**config.mk**
```make
export PLATFORM = sky130hd
export DESIGN_NAME = tcr_regs
export DESIGN_NICKNAME = d
export VERILOG_FILES = /design/src/verilog/tcr_pin_sync.v /design/src/verilog/tcr_regs.v
export VERILOG_INCLUDE_DIRS = /design/src /design/src/verilog
export SDC_FILE = /design/constraint.sdc
export NUM_CORES = 1
export LEC_CHECK = 0
export BUFFER_PORTS_ARGS = -buffer_cell sky130_fd_sc_hd__buf_4
export CORE_MARGIN = 2
export CORE_UTILIZATION = 54
export CTS_BUF_LIST = sky130_fd_sc_hd__clkbuf_2 sky130_fd_sc_hd__clkbuf_4 sky130_fd_sc_hd__clkbuf_8
export DETAILED_ROUTE_END_ITERATION = 10
export PLACE_DENSITY_LB_ADDON = 0.2
export SLEW_MARGIN = 40
export SYNTH_ARGS = -nofsm -noshare
export SYNTH_HDL_FRONTEND = slang
export SYNTH_SLANG_ARGS = --single-unit
```
**constraint.sdc**
```tcl
create_clock -name clk -period 4.1 [get_ports clk]
set_input_delay 0.205 -clock clk [delete_from_list [all_inputs] [get_ports clk]]
set_output_delay 0.205 -clock clk [all_outputs]
set_load 0.05 [all_outputs]
```
**src/verilog/tcr_consts.vh**
```
// constants for the time constant configuration register slice
// assumes: included by bare name from the design files, nothing else
//
// Function
// - time_constant_one: 8-bit RW, offset 0x02, reset 0x90
// - bits 7:6 pick first capacitance, reset 10
// - bits 4:0 first resistance code, reset 16
// - time_constant_two: 8-bit RW, offset 0x03, reset 0xA0
// - bits 7:6 pick second capacitance, reset 10
// - bits 5:0 second resistance code, reset 32
// - digital_settings: 8-bit, offset 0x04, reset 0x03
`ifndef TCR_CONSTS_VH
`define TCR_CONSTS_VH

// ----------------------------------------------------------------
// register map
// ----------------------------------------------------------------
`define TCR_ADDR_W 7
`define TCR_OFF_TC_ONE 7'h02
`define TCR_OFF_TC_TWO 7'h03
`define TCR_OFF_DIG 7'h04
`define TCR_RST_TC_ONE 8'h90
`define TCR_RST_TC_TWO 8'hA0
`define TCR_RST_DIG 8'h03
`define TCR_RD_UNMAPPED 8'h00

// ----------------------------------------------------------------
// field positions
// ----------------------------------------------------------------
`define TCR_CAP_HI 7
`define TCR_CAP_LO 6
`define TCR_RES1_HI 4
`define TCR_RES2_HI 5
`define TCR_MINF_HI 7
`define TCR_MINF_LO 4
`define TCR_RESP_HI 2

// ----------------------------------------------------------------
// analogue value scaling (femtofarads, ohms)
// ----------------------------------------------------------------
`define TCR_CAP1_BASE_FF 16'h02EE
`define TCR_CAP2_BASE_FF 16'h0BB8
`define TCR_RES1_BASE_OHM 20'h6_5CE8
`define TCR_RES2_BASE_OHM 20'hC_BDB8
`define TCR_RES_STEP_OHM 20'h0_31E2

// ----------------------------------------------------------------
// register index after address decode
// ----------------------------------------------------------------
`define TCR_IDX_W 2
`define TCR_IDX_NONE 2'h0
`define TCR_IDX_TC_ONE 2'h1
`define TCR_IDX_TC_TWO 2'h2
`define TCR_IDX_DIG 2'h3

// ----------------------------------------------------------------
// serial frame
// ----------------------------------------------------------------
`define TCR_CMD_RD_BIT 7
`define TCR_CNT_W 5
`define TCR_CNT_CMD 5'h08
`define TCR_CNT_LAST 5'h10
`define TCR_CNT_ONE 5'h01

`endif

```
**src/verilog/tcr_pin_sync.v**
```verilog
// three-flop input synchroniser with agreement filter
// assumes: pin is asynchronous to clk; reset is synchronous
`timescale 1ns/1ps
module tcr_pin_sync #(
  parameter [0:0] RST_VAL = 1'b0
) (
  input wire clk,
  input wire reset,
  input wire pin,
  output reg level_q
);
  reg s1_q;
  reg s2_q;
  reg s3_q;

  // first stage feeds only the second: metastability containment
  always @(posedge clk) begin
    if (reset) begin
      s1_q <= RST_VAL;
      s2_q <= RST_VAL;
      s3_q <= RST_VAL;
      level_q <= RST_VAL;
    end else begin
      s1_q <= pin;
      s2_q <= s1_q;
      s3_q <= s2_q;
      if (s2_q == s3_q) begin
        level_q <= s3_q;
      end
    end
  end
endmodule // tcr_pin_sync

```
**src/verilog/tcr_regs.v**
```verilog
// serial-port register slice: two time constants and digital settings
// assumes: 4-wire serial host, mode 0, sclk well below clk / 8
`timescale 1ns/1ps
`include "tcr_consts.vh"
module tcr_regs (
  input wire clk,
  input wire reset,
  input wire spi_cs_n,
  input wire spi_sclk,
  input wire spi_sdi,
  output reg spi_sdo_q,
  output reg spi_sdo_oe_q,
  output reg [1:0] first_cap_select,
  output reg [4:0] first_res_code,
  output reg [1:0] second_cap_select,
  output reg [5:0] second_res_code,
  output reg [3:0] min_freq_code,
  output reg [2:0] resp_time_code,
  output reg [15:0] first_cap_ff,
  output reg [19:0] first_res_ohm,
  output reg [15:0] second_cap_ff,
  output reg [19:0] second_res_ohm
);

  // ----------------------------------------------------------------
  // helpers
  // ----------------------------------------------------------------
  // capacitance doubles per code step
  function [15:0] cap_ff;
    input [15:0] base;
    input [1:0] code;
    begin
      cap_ff = base << code;
    end
  endfunction

  // resistance falls linearly with the code
  function [19:0] res_ohm;
    input [19:0] base;
    input [5:0] code;
    reg [25:0] prod;
    begin
      prod = `TCR_RES_STEP_OHM * code;
      res_ohm = base - prod[19:0];
    end
  endfunction

  // one decode for read mux and write strobe, so they cannot disagree
  function [`TCR_IDX_W-1:0] reg_index;
    input [`TCR_ADDR_W-1:0] addr;
    begin
      case (addr)
        `TCR_OFF_TC_ONE: reg_index = `TCR_IDX_TC_ONE;
        `TCR_OFF_TC_TWO: reg_index = `TCR_IDX_TC_TWO;
        `TCR_OFF_DIG: reg_index = `TCR_IDX_DIG;
        default: reg_index = `TCR_IDX_NONE;
      endcase
    end
  endfunction

  // ----------------------------------------------------------------
  // pin synchronisers
  // ----------------------------------------------------------------
  wire cs_n_s;
  wire sclk_s;
  wire sdi_s;

  tcr_pin_sync #(.RST_VAL(1'b1)) u_cs (
    .clk(clk),
    .reset(reset),
    .pin(spi_cs_n),
    .level_q(cs_n_s)
  );

  tcr_pin_sync #(.RST_VAL(1'b0)) u_sclk (
    .clk(clk),
    .reset(reset),
    .pin(spi_sclk),
    .level_q(sclk_s)
  );

  tcr_pin_sync #(.RST_VAL(1'b0)) u_sdi (
    .clk(clk),
    .reset(reset),
    .pin(spi_sdi),
    .level_q(sdi_s)
  );

  // ----------------------------------------------------------------
  // frame tracking
  // ----------------------------------------------------------------
  reg sclk_prev_q;
  reg [`TCR_CNT_W-1:0] cnt_q;
  reg [7:0] rx_q;
  reg [7:0] cmd_q;
  reg [7:0] tx_q;
  reg [7:0] tc_one_q;
  reg [7:0] tc_two_q;
  reg [7:0] dig_q;
  reg [7:0] rd_data;

  wire sel = ~cs_n_s;
  wire rise = sel & sclk_s & ~sclk_prev_q;
  wire fall = sel & ~sclk_s & sclk_prev_q;
  wire [7:0] rx_next = {rx_q[6:0], sdi_s};
  wire [`TCR_ADDR_W-1:0] cmd_addr = rx_next[`TCR_ADDR_W-1:0];
  wire is_read = cmd_q[`TCR_CMD_RD_BIT];
  // commit on the 16th rise only; a frame cut short writes nothing
  wire wr_commit = rise & (cnt_q == `TCR_CNT_LAST - `TCR_CNT_ONE) &
    ~is_read;

  // read mux over the current command byte being completed
  // unmapped offsets read as zero and swallow writes
  always @* begin
    case (reg_index(cmd_addr))
      `TCR_IDX_TC_ONE: rd_data = tc_one_q;
      `TCR_IDX_TC_TWO: rd_data = tc_two_q;
      `TCR_IDX_DIG: rd_data = dig_q;
      default: rd_data = `TCR_RD_UNMAPPED;
    endcase
  end

  always @(posedge clk) begin
    if (reset) begin
      sclk_prev_q <= 1'b0;
      cnt_q <= {`TCR_CNT_W{1'b0}};
      rx_q <= 8'h00;
      cmd_q <= 8'h00;
      tx_q <= 8'h00;
    end else begin
      sclk_prev_q <= sclk_s;
      if (!sel) begin
        // deselect aborts any partial frame
        cnt_q <= {`TCR_CNT_W{1'b0}};
      end else if (rise && cnt_q != `TCR_CNT_LAST) begin
        rx_q <= rx_next;
        cnt_q <= cnt_q + `TCR_CNT_ONE;
        if (cnt_q == `TCR_CNT_CMD - `TCR_CNT_ONE) begin
          cmd_q <= rx_next;
          tx_q <= rd_data;
        end
      // shift from the 9th fall on: bit 7 must stand through the 9th rise
      end else if (fall && cnt_q > `TCR_CNT_CMD) begin
        tx_q <= {tx_q[6:0], 1'b0};
      end
    end
  end

  // sdo driven only during the data byte of a read
  always @(posedge clk) begin
    if (reset) begin
      spi_sdo_q <= 1'b0;
      spi_sdo_oe_q <= 1'b0;
    end else begin
      spi_sdo_q <= tx_q[7];
      spi_sdo_oe_q <= sel && is_read && cnt_q >= `TCR_CNT_CMD;
    end
  end

  // ----------------------------------------------------------------
  // registers
  // ----------------------------------------------------------------
  // reserved bits are stored as written; software keeps them zero
  always @(posedge clk) begin
    if (reset) begin
      tc_one_q <= `TCR_RST_TC_ONE;
      tc_two_q <= `TCR_RST_TC_TWO;
      dig_q <= `TCR_RST_DIG;
    end else if (wr_commit) begin
      case (reg_index(cmd_q[`TCR_ADDR_W-1:0]))
        `TCR_IDX_TC_ONE: tc_one_q <= rx_next;
        `TCR_IDX_TC_TWO: tc_two_q <= rx_next;
        `TCR_IDX_DIG: dig_q <= rx_next;
        default: begin
        end
      endcase
    end
  end

  // ----------------------------------------------------------------
  // field outputs to the front end
  // ----------------------------------------------------------------
  // registered so the analogue side never sees decode glitches
  always @(posedge clk) begin
    if (reset) begin
      first_cap_select <= 2'h0;
      first_res_code <= 5'h00;
      second_cap_select <= 2'h0;
      second_res_code <= 6'h00;
      min_freq_code <= 4'h0;
      resp_time_code <= 3'h0;
    end else begin
      first_cap_select <= tc_one_q[`TCR_CAP_HI:`TCR_CAP_LO];
      first_res_code <= tc_one_q[`TCR_RES1_HI:0];
      second_cap_select <= tc_two_q[`TCR_CAP_HI:`TCR_CAP_LO];
      second_res_code <= tc_two_q[`TCR_RES2_HI:0];
      min_freq_code <= dig_q[`TCR_MINF_HI:`TCR_MINF_LO];
      resp_time_code <= dig_q[`TCR_RESP_HI:0];
    end
  end

  // ----------------------------------------------------------------
  // analogue values
  // ----------------------------------------------------------------
  // taken from the registers, so values and codes change on one edge
  always @(posedge clk) begin
    if (reset) begin
      first_cap_ff <= 16'h0000;
      first_res_ohm <= 20'h0_0000;
      second_cap_ff <= 16'h0000;
      second_res_ohm <= 20'h0_0000;
    end else begin
      first_cap_ff <= cap_ff(`TCR_CAP1_BASE_FF,
        tc_one_q[`TCR_CAP_HI:`TCR_CAP_LO]);
      second_cap_ff <= cap_ff(`TCR_CAP2_BASE_FF,
        tc_two_q[`TCR_CAP_HI:`TCR_CAP_LO]);
      first_res_ohm <= res_ohm(`TCR_RES1_BASE_OHM,
        {1'b0, tc_one_q[`TCR_RES1_HI:0]});
      second_res_ohm <= res_ohm(`TCR_RES2_BASE_OHM,
        tc_two_q[`TCR_RES2_HI:0]);
    end
  end
endmodule // tcr_regs

```
==> impl_metrics.ini <==
[timing]
setup_tns_ns = 0
rsz0062_at_grt = yes
setup_viol = 0
finClkSkew_ns = 0.0118
slew_headroom_pct = 43.3
max_freq_mhz = 251
layout_setup_ws_ns = 0.110
maxSlewViolCount = 0
period_share_pct = 97.3
worstMarginPinSlew_ns = 0.844
hold_ws_ns = 0.232
layout_min_cycle_time_ns = 3.99
hold_violations = 0

[layout]
final_area_sq_mm = 0.00875
utilization_pct = 66.1
final_nets = 996
n_antenna_cell = 0
syn_to_final_growth_pct = 19.6
nFillCells = 1104
drive_above_1_share_pct = 20.6
final_cells = 1097

[clock_network]
cts_tree = done
cts-buffers-inserted = 17
clkSlewWorstSetupHoldPaths_ns = 0.09
clock_sinks = 141
cts_root_buf = clkbuf_8
htree_levels = 4
cts.path.max_buffers = 2
clock_latency_ns = 0.46

[synth]
synth_most_common_cell = dfxtp_1
netlist_instances = 806
yosysTopAreaCellShare_pct = 38.6
synth_ff_type = dfxtp_1
ys_types = 69
ys_seq_area_share_pct = 38.6
synth_edf_count = 0
yosysTopAreaCell = dfxtp_1
ys_warn_count = 0
synth_area_sq_mm = 0.00732
avgSynthCellArea_sq_um = 9.08
async_reset_ff_share_pct = 0
yosys-top-cells-area = dfxtp_1 39%, ha_1 11%, nor2_1 6.6%
synthTopCellsByCount = 141 x dfxtp_1, 128 x nor2_1, 67 x ha_1, 58 x inv_1, 50 x a21oi_1
ys_ff_latch = 141

[routing]
drt-wirelength-per-cell_microns = 14.1
vias = 5796
vias_per_cell = 5.28
wl_microns = 15400
first_pass_iters = 5
drt_iter0_drc = 297
ant_nets = 0
drcViolationCount = 0

[global_route]
grt_max_degree = 107
globalRouteOverflowTotal = 0
grt_pass1_vias = 5658
antenna_found_initial = 0
grt_usage_pct = 21.9
grt_pass1_wl_microns = 25900

[setup_path]
criticalPathCategory = reg -> reg
worst_setup_path_start_kind = flop
crit_fanout = 4
reg2reg_to = second_res_ohm[19]
end_kind = flop
r2r-start = tc_two_q[4]
r2r.worst_path.cells = 14
cp.required_ns = 4.50
r2r_slack_ns = 0.11
crit_start = tc_two_q[4]
cp.arrival_ns = 4.39

[hold_path]
min_from = reset
hold_path_end = second_cap_ff[4]
hp-class = in -> reg
whs_path_depth = 2

[floorplanning]
die_area_sq_mm = 0.0145
ios = 101
num_rows = 42
coreArea_sq_mm = 0.0132
die_w_microns = 120
die_h_microns = 120
initial_core_util_pct = 55.3

[power]
p_per_area_mw_per_mm2 = 304
fin_total_pwr_mw = 2.66
p_seq_share_pct = 52.5
swShare_pct = 26.9
p_sw_mw = 0.716
irDropWorstVdd_mv = 0.174
clkPwrFrac_pct = 41.5
p_int_mw = 1.94
p_comb_share_pct = 6.1
p_leak_nw = 3.90

[placement]
pre_cts_slack_ns = -0.0257
portBuffers = 90
placed_area_sq_mm = 0.00819
placed_cells = 1059
gp_congestion = 0.864
place_hpwl_microns = 11200

[job]
max_cap_violations = 0

[status]
outcome = finished clean
-- logic make-up (layout without fill, tap and decap cells) --
kind of cell | after synthesis | in the layout | share of synthesized area [%]
simple gates | 271 | 271 | 18.3
compound gates | 148 | 148 | 13.7
flops | 141 | 141 | 38.6
buf+inv | 103 | 209 | 6.31
fa+ha+maj | 83 | 83 | 15.8
xor+xnor | 46 | 46 | 5.51
mux | 13 | 13 | 1.78
other cells | 1 | 10 | 0.0512
-- repair_timing --
action | in CTS | in global routing
endpoints found under the hold margin | 3 | 0
resized for setup | 2 | 20
pin swaps | 0 | 9
hold buffers | 3 | 0
endpoints found under the setup margin | 1 | 9
setup buffers | 0 | 3
-- sequential cells by signal, indices dropped and copies added (netlist names), 6 cells and up --
register         count
second_res_ohm      18
second_res_code      6
tc_two_q             8
first_res_ohm       18
tc_one_q             8
second_cap_ff        8
dig_q                8
tx_q                 8
rx_q                 7
first_cap_ff         8
cmd_q                8
-- layout make-up --
type | count | area (sq um) | area share (%)
tap | 176 | 220 | 2.52
clock buffer | 18 | 248 | 2.83
multi-input combinational | 571 | 4180 | 47.8
sequential | 141 | 2830 | 32.3
inverter | 59 | 221 | 2.53
clock inverter | 14 | 155 | 1.77
timing repair buffer | 118 | 897 | 10.3
-- worst max path at each step --
stage,to,cells after the start,slack (ns)
floorplan,second_res_ohm[19],14,0.11
global placement,second_res_ohm[19],14,0.09
detailed placement,second_res_ohm[19],14,-0.03
CTS,second_res_ohm[18],14,0.03
global route,second_res_ohm[19],14,-0.06
finish,second_res_ohm[19],14,0.11
-- per-layer routing --
metal | vias to the layer above | track usage [%] | share of wire, %
met5 | - | 0 | 0
met4 | 0 | 8.50 | 1.4
met3 | 23 | 5.28 | 4.5
met2 | 128 | 36.7 | 49
met1 | 2734 | 27.2 | 45
li1 | 2911 | - | -
-- power groups by stage --
stage	registers, mW	logic, mW	clock network [mW]
2_1_floorplan	1.49	0.0711	0
3_3_place_gp	1.43	0.158	0
3_5_place_dp	1.43	0.160	0
4_1_cts	1.40	0.162	1.13
5_1_grt	1.40	0.169	1.20
6_report	1.40	0.162	1.10
-- cell usage in the layout (no fill, tap or decap), drive strengths merged, types with 3 or more instances in the layout --
cell type	netlist	layout
dfxtp	141	141
nor2	128	128
buf	20	115
ha	67	67
inv	58	63
a21oi	50	50
nand2	36	36
nor2b	26	26
o21ai	26	26
xnor2	25	25
xor2	21	21
clkbuf	24	18
a22oi	17	17
nor3	17	17
fa	16	16
mux2i	13	13
conb	1	10
o21a	9	9
or2	8	8
nand2b	7	7
a21o	7	7
a211o	7	7
nand3	6	6
clkinv	1	6
nor4	5	5
a211oi	5	5
and2	4	4
or4	4	4
nand4	4	4
and3	4	4
or3	4	4
nor3b	3	3
nand3b	3	3
o211ai	3	3
clkinvlp	0	3
dlygate4sd3	0	3
a221oi	3	3
-- critical path, cell delays in order (launching register included) --
cell and delay, ns:
dfxtp_1 0.34, fa_1 0.57, inv_1 0.06, fa_1 0.45, fa_1 0.52, inv_1 0.07, ha_4 0.25, and3_4 0.18
and4bb_1 0.21, nor3_2 0.18, xor2_1 0.26, a221oi_2 0.12, or3_4 0.39, a211o_1 0.29, nand2_1 0.05
No activity file was read; power rests on OpenSTA's default activity.
